$ cat src/verilog/fbdma_pkg.sv
package fbdma_pkg;
	localparam int FBDMA_AW = 32;
	localparam int FBDMA_DW = 32;
	localparam int FBDMA_PTRS = 2;
	localparam logic [FBDMA_AW-1:0] FBDMA_ADDR_RST = 32'h0000_0000;
	localparam logic [FBDMA_AW-1:0] FBDMA_BEAT_BYTES = 32'h0000_0004;
	localparam logic FBDMA_SEL_A = 1'h0;

	// one pixel beat from the sensor side
	typedef struct packed {
		logic valid;
		logic sof;
		logic eof;
		logic [FBDMA_DW-1:0] data;
	} fbdma_pix_s;

	// one memory write beat
	typedef struct packed {
		logic valid;
		logic [FBDMA_AW-1:0] addr;
		logic [FBDMA_DW-1:0] data;
	} fbdma_wr_s;

	typedef enum logic [0:0] {
		FBDMA_IDLE,
		FBDMA_FRAME
	} fbdma_state_e;
endpackage : fbdma_pkg

$ cat src/verilog/fbdma_ptr_bank.sv
`timescale 1ns/10ps
module fbdma_ptr_bank
	import fbdma_pkg::*;
(
	// clock and reset
	input wire logic i_clock,
	input wire logic i_arst_n,
	// pointer loads from the controller
	input wire logic [FBDMA_PTRS-1:0] i_load,
	input wire logic [FBDMA_AW-1:0] i_addr,
	// selected pointer
	input wire logic i_sel,
	output logic [FBDMA_AW-1:0] o_base
);
	logic [FBDMA_AW-1:0] ptr [FBDMA_PTRS];

	// one flop bank per pointer
	genvar g;
	generate
		for (g = 0; g < FBDMA_PTRS; g++) begin : g_ptr
			always_ff @(posedge i_clock or negedge i_arst_n) begin
				if (!i_arst_n) begin
					ptr[g] <= FBDMA_ADDR_RST;
				end else if (i_load[g]) begin
					ptr[g] <= i_addr;
				end
			end
		end
	endgenerate

	assign o_base = ptr[i_sel];
endmodule : fbdma_ptr_bank

$ cat src/verilog/fbdma_core.sv
`timescale 1ns/10ps
// Contract
// - the engine keeps writing frames while i_enable is high, alternating pointers; a low i_enable blocks new frame starts.
// - a full frame buffer raises a one-cycle completion interrupt.
// - after a frame via pointer a the next uses pointer b, then a again.
// - a sink may drain the last completed buffer while the next fills.
module fbdma_core
	import fbdma_pkg::*;
(
	// clock and reset
	input wire logic i_clock,
	input wire logic i_arst_n,
	// pointer programming
	input wire logic [FBDMA_PTRS-1:0] i_ptr_load,
	input wire logic [FBDMA_AW-1:0] i_ptr_addr,
	// capture enable and pixel stream
	input wire logic i_enable,
	input wire fbdma_pix_s i_pix,
	// memory write stream
	output fbdma_wr_s o_wr,
	// completion events
	output logic o_irq,
	output logic o_irq_ptr,
	// last completed buffer, free for the sink
	output logic o_done_valid,
	output logic [FBDMA_AW-1:0] o_done_base,
	// pointer in use
	output logic o_active_ptr
);
	fbdma_state_e state;
	logic sel;
	logic [FBDMA_AW-1:0] base;
	logic [FBDMA_AW-1:0] frame_base;
	logic [FBDMA_AW-1:0] offset;
	logic start;
	logic beat;
	logic last;

	fbdma_ptr_bank fbdma_ptr_bank_inst (
		.i_clock(i_clock),
		.i_arst_n(i_arst_n),
		.i_load(i_ptr_load),
		.i_addr(i_ptr_addr),
		.i_sel(sel),
		.o_base(base)
	);

	// base is latched at frame start so late reloads hit only the next use
	assign start = i_pix.valid && i_pix.sof && i_enable;
	assign beat = i_pix.valid && (state == FBDMA_FRAME || start);
	assign last = beat && i_pix.eof;

	// frame state; a new sof restarts the frame even mid-frame
	always_ff @(posedge i_clock or negedge i_arst_n) begin
		if (!i_arst_n) begin
			state <= FBDMA_IDLE;
		end else if (last) begin
			state <= FBDMA_IDLE;
		end else if (start) begin
			state <= FBDMA_FRAME;
		end
	end

	// base and offset within the current frame
	always_ff @(posedge i_clock or negedge i_arst_n) begin
		if (!i_arst_n) begin
			frame_base <= FBDMA_ADDR_RST;
			offset <= FBDMA_ADDR_RST;
		end else if (start) begin
			frame_base <= base;
			offset <= FBDMA_BEAT_BYTES;
		end else if (beat) begin
			offset <= offset + FBDMA_BEAT_BYTES;
		end
	end

	// write beats, registered straight to the port
	always_ff @(posedge i_clock or negedge i_arst_n) begin
		if (!i_arst_n) begin
			o_wr <= '0;
		end else begin
			o_wr.valid <= beat;
			o_wr.data <= i_pix.data;
			o_wr.addr <= start ? base : frame_base + offset;
		end
	end

	// pointer alternation at each frame end, no stop between frames
	always_ff @(posedge i_clock or negedge i_arst_n) begin
		if (!i_arst_n) begin
			sel <= FBDMA_SEL_A;
		end else if (last) begin
			sel <= ~sel;
		end
	end

	// completion pulse and handoff of the finished buffer
	always_ff @(posedge i_clock or negedge i_arst_n) begin
		if (!i_arst_n) begin
			o_irq <= 1'h0;
			o_irq_ptr <= FBDMA_SEL_A;
			o_done_valid <= 1'h0;
			o_done_base <= FBDMA_ADDR_RST;
		end else begin
			o_irq <= last;
			if (last) begin
				o_irq_ptr <= sel;
				o_done_valid <= 1'h1;
				o_done_base <= start ? base : frame_base;
			end
		end
	end

	// mirror of the selected pointer
	always_ff @(posedge i_clock or negedge i_arst_n) begin
		if (!i_arst_n) begin
			o_active_ptr <= FBDMA_SEL_A;
		end else begin
			o_active_ptr <= last ? ~sel : sel;
		end
	end

	property p_irq_on_last;
		@(posedge i_clock) disable iff (!i_arst_n)
		last |=> o_irq;
	endproperty
	a_irq_on_last: assert property (p_irq_on_last)
		else $error("no irq after frame end");

	property p_irq_single;
		@(posedge i_clock) disable iff (!i_arst_n)
		o_irq |-> $past(last);
	endproperty
	a_irq_single: assert property (p_irq_single)
		else $error("irq without frame end");

	property p_alternate;
		@(posedge i_clock) disable iff (!i_arst_n)
		last |=> (sel != $past(sel));
	endproperty
	a_alternate: assert property (p_alternate)
		else $error("pointer did not alternate");

	property p_sel_hold;
		@(posedge i_clock) disable iff (!i_arst_n)
		!last |=> $stable(sel);
	endproperty
	a_sel_hold: assert property (p_sel_hold)
		else $error("pointer changed mid frame");

	property p_start_addr;
		@(posedge i_clock) disable iff (!i_arst_n)
		start |=> (o_wr.valid && o_wr.addr == $past(base));
	endproperty
	a_start_addr: assert property (p_start_addr)
		else $error("frame start address wrong");

	property p_done_base;
		@(posedge i_clock) disable iff (!i_arst_n)
		(last && !start) |=> (o_done_base == $past(frame_base));
	endproperty
	a_done_base: assert property (p_done_base)
		else $error("completed base wrong");

	property p_irq_ptr;
		@(posedge i_clock) disable iff (!i_arst_n)
		last |=> (o_irq_ptr == $past(sel));
	endproperty
	a_irq_ptr: assert property (p_irq_ptr)
		else $error("irq pointer id wrong");

	property p_active;
		@(posedge i_clock) disable iff (!i_arst_n)
		##1 (o_active_ptr == sel);
	endproperty
	a_active: assert property (p_active)
		else $error("active pointer mirror wrong");

	property p_beat_out;
		@(posedge i_clock) disable iff (!i_arst_n)
		1'b1 |=> (o_wr.valid == $past(beat));
	endproperty
	a_beat_out: assert property (p_beat_out)
		else $error("write beat missing or extra");

	property p_addr_step;
		@(posedge i_clock) disable iff (!i_arst_n)
		(beat && !start) |=> (o_wr.addr == $past(frame_base) + $past(offset));
	endproperty
	a_addr_step: assert property (p_addr_step)
		else $error("write address did not step");

	property p_frame_run;
		@(posedge i_clock) disable iff (!i_arst_n)
		(state == FBDMA_FRAME && !last) |=> (state == FBDMA_FRAME);
	endproperty
	a_frame_run: assert property (p_frame_run)
		else $error("frame stopped before its end");

	property p_gate;
		@(posedge i_clock) disable iff (!i_arst_n)
		(state == FBDMA_IDLE && !i_enable) |=> !o_wr.valid;
	endproperty
	a_gate: assert property (p_gate)
		else $error("write while capture is off");

	property p_done_hold;
		@(posedge i_clock) disable iff (!i_arst_n)
		!last |=> $stable(o_done_base);
	endproperty
	a_done_hold: assert property (p_done_hold)
		else $error("completed base moved mid frame");

	property p_done_sticky;
		@(posedge i_clock) disable iff (!i_arst_n)
		o_done_valid |=> o_done_valid;
	endproperty
	a_done_sticky: assert property (p_done_sticky)
		else $error("completed flag dropped");

	property p_irq_ptr_hold;
		@(posedge i_clock) disable iff (!i_arst_n)
		!last |=> $stable(o_irq_ptr);
	endproperty
	a_irq_ptr_hold: assert property (p_irq_ptr_hold)
		else $error("irq pointer id moved");
endmodule : fbdma_core

$ cat config.mk
export PLATFORM = sky130hd
export DESIGN_NAME = fbdma_core
export DESIGN_NICKNAME = d
export VERILOG_FILES = /design/src/verilog/fbdma_pkg.sv /design/src/verilog/fbdma_ptr_bank.sv /design/src/verilog/fbdma_core.sv
export SDC_FILE = /design/constraint.sdc
export NUM_CORES = 1
export LEC_CHECK = 0
export BUFFER_PORTS_ARGS = -buffer_cell sky130_fd_sc_hd__buf_2
export CAP_MARGIN = 40
export CORE_MARGIN = 1.5
export CORE_UTILIZATION = 50
export CTS_BUF_LIST = sky130_fd_sc_hd__clkbuf_4 sky130_fd_sc_hd__clkbuf_8 sky130_fd_sc_hd__clkbuf_16
export CTS_CLUSTER_SIZE = 25
export DETAILED_ROUTE_END_ITERATION = 8
export GPL_TIMING_DRIVEN = 1
export PLACE_DENSITY_LB_ADDON = 0.1
export SLEW_MARGIN = 20
export SYNTH_ARGS = -nofsm -noshare
export SYNTH_HDL_FRONTEND = slang
export SYNTH_SLANG_ARGS = --single-unit
$ cat constraint.sdc
create_clock -name i_clock -period 2.97 [get_ports i_clock]
set_input_delay 0.1485 -clock i_clock [delete_from_list [all_inputs] [get_ports i_clock]]
set_output_delay 0.1485 -clock i_clock [all_outputs]
set_load 0.01 [all_outputs]
; After elaboration in Yosys (flattened, before gate mapping)
; Cells that the tools add are included.
[op_classes]
add_sub_neg = 2
magnitude_cmp = 1
mux = 9
bitwise_logic = 2
reduce_logical = 7
[op_table]
columns = operator, count
row1 = two-way mux 32 bit, 7
row2 = adder 32 x 3 -> 32 bit (second input constant), 1
row3 = adder 32 bit, 1
row4 = logical AND 1 bit, 4
row5 = nonzero test 2 bit, 2
row6 = >= comparator 2 bit (second input constant), 1
row7 = two-way mux 1 bit, 2
row8 = NOT 1 -> 2 bit, 1
row9 = logical OR 1 bit, 1
row10 = NOT 1 bit, 1
[word_totals]
register_bits = 230
in_bits = 72
out_inout_bits = 101
word_cells = 34

; Logic depth before layout (Yosys ltp)
[depth]
ltp_word = 6
ltp_mapped = 9
depth_no_buf = 8

; Hierarchy
; From an unflattened synthesis, not the netlist that was laid out.
[unflattened]
hier_cells = 833
area_unflattened_um2 = 10432.5
[by_module_without_submodules]
columns = mod, n_inst, cells_per_inst, area_per_inst_um2, seq_area_each_um2
row1 = fbdma_core, 1, 661, 7198.2, 4053.9
row2 = fbdma_ptr_bank, 1, 172, 3234.4, 1601.5

; Worst setup path after synthesis
; OpenSTA, ideal clock, no wires.
[synth_path]
path_type = register -> register
start = register offset[3]
end = register o_wr[56] in the netlist's numbering
setup_time_ns = 0.126
arrival_ns = 2.305
path_slack_ns = 0.539
stages_incl_launch_ff = 9
path_buffers = 0
period_less_slack_ns = 2.431
cell_sequence = dfrtp_1 ha_1 a21oi_1 o22ai_1 a2111oi_2 nor2_1 a31oi_2 nor4b_1 a221o_1
[synth_between]
elab_chain_len = 2
[synth_lines]
columns = item, line
row1 = from (decl), fbdma_core.sv:34  ; logic [FBDMA_AW-1:0] offset;
row2 = from (signal assigned), fbdma_core.sv:73  ; offset <= offset + FBDMA_BEAT_BYTES;
row3 = adder 32 bit, fbdma_core.sv:84  ; o_wr.addr <= start ? base : frame_base + offset;
row4 = two-way mux 32 bit, fbdma_core.sv:84
row5 = to (decl), fbdma_core.sv:20  ; output fbdma_wr_s o_wr,
; Every way passes these cells.
; A chain may end at the register's enable or synchronous reset.

; Worst setup path after layout
[layout_path]
start = register offset[11]
end = register o_wr[58] in the netlist's numbering
; The elaborated chain is that of the path after synthesis.

==> run metrics <==
status finished clean; ant diodes 0; share of synthesized registers carrying an async set or reset 100%; Reg2Reg Depth 8; antenna-violating nets left 0; RD Place Congestion roughly 0.9; Starting Density 51.3%; via count roughly 7000; vias in the first global route 7180; Ys Warns 0; reg2reg start offset[11]; die height between 100 and 150 microns; hold path startpoint i_pix[34]; VDD IR max 0.567 mV; clock buffer depth 3; unrepaired setup endpoints after global routing false; Layout area overhead 26.0%; share of cells above drive strength 1 32.1%; crit share post-route between 90 and 100%; Worst Setup Slack, final 224 ps; CP Launch Type register; CP cell instances ha_1, a21o_1, a2111oi_0, o211ai_1, a311oi_1, o31ai_1, xor2_1, a21o_1; Reg-to-Reg End o_wr[58]; Fin Setup TNS 0 ps; Slew HR 46.2%; total wire length 23.8 mm; internal power 6.65 mW; Max Clk Rate around 0.36 GHz; CTS tree yes; Crit path buffers/inverters 0; most frequent cell after synthesis dfrtp_1; post-cts resize count 0; PortBufs ~170; TritonCTS Buffers 24; # clock sinks 226; Critical Path AT approximately 3200 ps; crit-path leading delay family compound AO/OA/AOI/OAI gates; Clk pwr share between 20 and 30%; Clock transition at path regs approximately 60 ps; Slew Limit Fails 0; post-synth top area share 56.5%; sequential share of the synthesized area a little under three fifths; number of vias per cell approximately 5.3; number of H-tree levels 1; type of the worst min-delay path primary input to register; total core area approximately 20000 sq um; Worst Skew between 10 and 15 ps; Power Density ~750 nW/um^2; crit-path max FO 6; WS Path Type register to register; R2R setup slack 220 ps; Finish-stage setup viols 0; CP most frequent cell a21o_1; first-pass GRT wire length between 30 and 40 mm; Die Wd between 100 and 150 microns; clk root buf clkbuf_16; WHS Endpoint o_wr[64]; top cells by area, synth dfrtp_1, mux2_2, ha_1, a21o_1, mux2i_1; antenna violations before repair 0; Sw Ratio 30.1%; Data required, critical path roughly 3400 ps; final count of hold timing violations 0; max incr delay on CP between 400 and 500 ps; worst setup slack after placement 244 ps; leakage power about 6.2 nW; NumNets Final 1161; Iter 0 DRT Violations between 300 and 400; IO Pins about 170; Worst setup EP type register; Post-Synthesis Cells ~820; Tot GR Track Use between 20% and 30%; Std-Cell Rows 51; #FFs+latches synth 226; die area between 20000 and 25000 sq um; DRC viols 0; min Tclk post-route 2750 ps; post-synth top area cell dfrtp_1; sequential power share between 40% and 50%; DR WL/cell approximately 18 microns; Synth Area per Inst 12.2 sq um; Worst path slowest cell a2111oi_0; Hold Crit Depth 2; Finished Core Util about 65%; Comb power frac 26.8%; most frequent cells after synthesis dfrtp_1, mux2_2, nor2_1; Synthesized Nets 920; largest net degree at the start of global routing 93; Worst-Margin Slew roughly 800 ps; Synth Flop Type dfrtp_1; insertion delay to the later sink of the worst-skew pair approximately 520 ps; DRT Pass-1 Iters 5; total global routing overflow 0; Post-synth EDFFs 0; synth unique cells 60; DPL Wire Length approximately 16 mm; Synth Cell Area 10000 sq um; sw power between 2 and 3 mW; total of max-cap violations 0
-- flip-flops by register name, indices dropped and copies added (netlist names) --
name	flops
o_done_valid	1
state	1
fbdma_ptr_bank_inst.ptr	64
o_irq	1
o_active_ptr	1
offset	30
frame_base	30
o_irq_ptr	1
o_done_base	32
o_wr	65
-- cell families after synthesis --
logic type                 share of synthesized area, %
AOI/OAI and AO/OA                                  10.5
DFF                                                56.5
xor gates and xnor gates                           4.37
buffers and inverters                              1.92
muxes                                              14.2
adders and majority gates                          3.75
and+or+nand+nor                                    8.77
-- final cells by class --
type | count | area [sq um]
Clock inverter | 2 | 21.3
Sequential cell | 226 | 5660
Fill cell | 1562 | 6910
Clock buffer | 36 | 709
Inverter | 11 | 41.3
Timing Repair Buffer | 253 | 1680
Tap cell | 265 | 332
Multi-Input combinational cell | 543 | 4170
-- stage by stage --
step                      instances  cell area (sq um)  power, mW  hold slack (ps)
after global placement         1232              11200       6.67              220
after detailed placement       1233              11200       6.72              218
after global routing           1336              12600       10.0             49.5
after CTS                      1336              12600       9.61             35.4
after floorplan                 818              10000       5.71             -147
final                          1336              12600       9.51             55.1
-- worst max-delay path by stage --
stage / start / end / slack [ps] / cells after the start
after global placement: offset[11] / o_wr[58] / 330 / 8
after global routing: offset[11] / o_wr[58] / 40 / 8
final: offset[11] / o_wr[58] / 220 / 8
after detailed placement: offset[11] / o_wr[58] / 240 / 8
after floorplan: offset[3] / o_wr[56] / 540 / 8
after CTS: offset[11] / o_wr[58] / 230 / 8
-- placed cells by master (no fill, tap or decap), types with 4 or more instances in the layout --
| master | n |
|---|---|
| mux2_2 | 97 |
| dfrtp_1 | 225 |
| buf_2 | 171 |
| o21a_1 | 14 |
| nand2_1 | 39 |
| a21o_1 | 45 |
| dlygate4sd3_1 | 65 |
| nor2_1 | 71 |
| or3_1 | 4 |
| a21boi_0 | 8 |
| a21oi_1 | 29 |
| xnor2_1 | 25 |
| xor2_1 | 25 |
| nand2b_1 | 5 |
| nand3_1 | 15 |
| buf_4 | 13 |
| mux2i_1 | 33 |
| clkbuf_4 | 9 |
| a311oi_1 | 4 |
| nand4_1 | 9 |
| clkbuf_16 | 24 |
| ha_1 | 30 |
| a31o_2 | 4 |
| and3_1 | 6 |
| nor2b_1 | 5 |
| o21ai_0 | 22 |
| inv_1 | 11 |
| a31oi_1 | 4 |
-- layer usage --
metal	global-route usage, %	wire length (microns)	up-vias
met5	0	0	-
li1	-	-	3380
met4	6.75	632	0
met2	36.6	10800	186
met3	4.04	1070	42
met1	35.1	11300	3477
-- power groups by stage --
stage	Clock (mW)	Sequential, mW	Combinational [mW]
6_report	2.79	4.17	2.55
5_1_grt	2.97	4.25	2.82
4_1_cts	2.86	4.18	2.57
3_5_place_dp	0	4.23	2.49
3_3_place_gp	0	4.21	2.46
2_1_floorplan	0	4.26	1.46
-- what timing repair did --
action,4_1_cts,5_1_grt
hold endpoints to repair,183,0
buffers inserted,0,0
hold buffers,65,0
No activity file was read; power rests on OpenSTA's default activity.
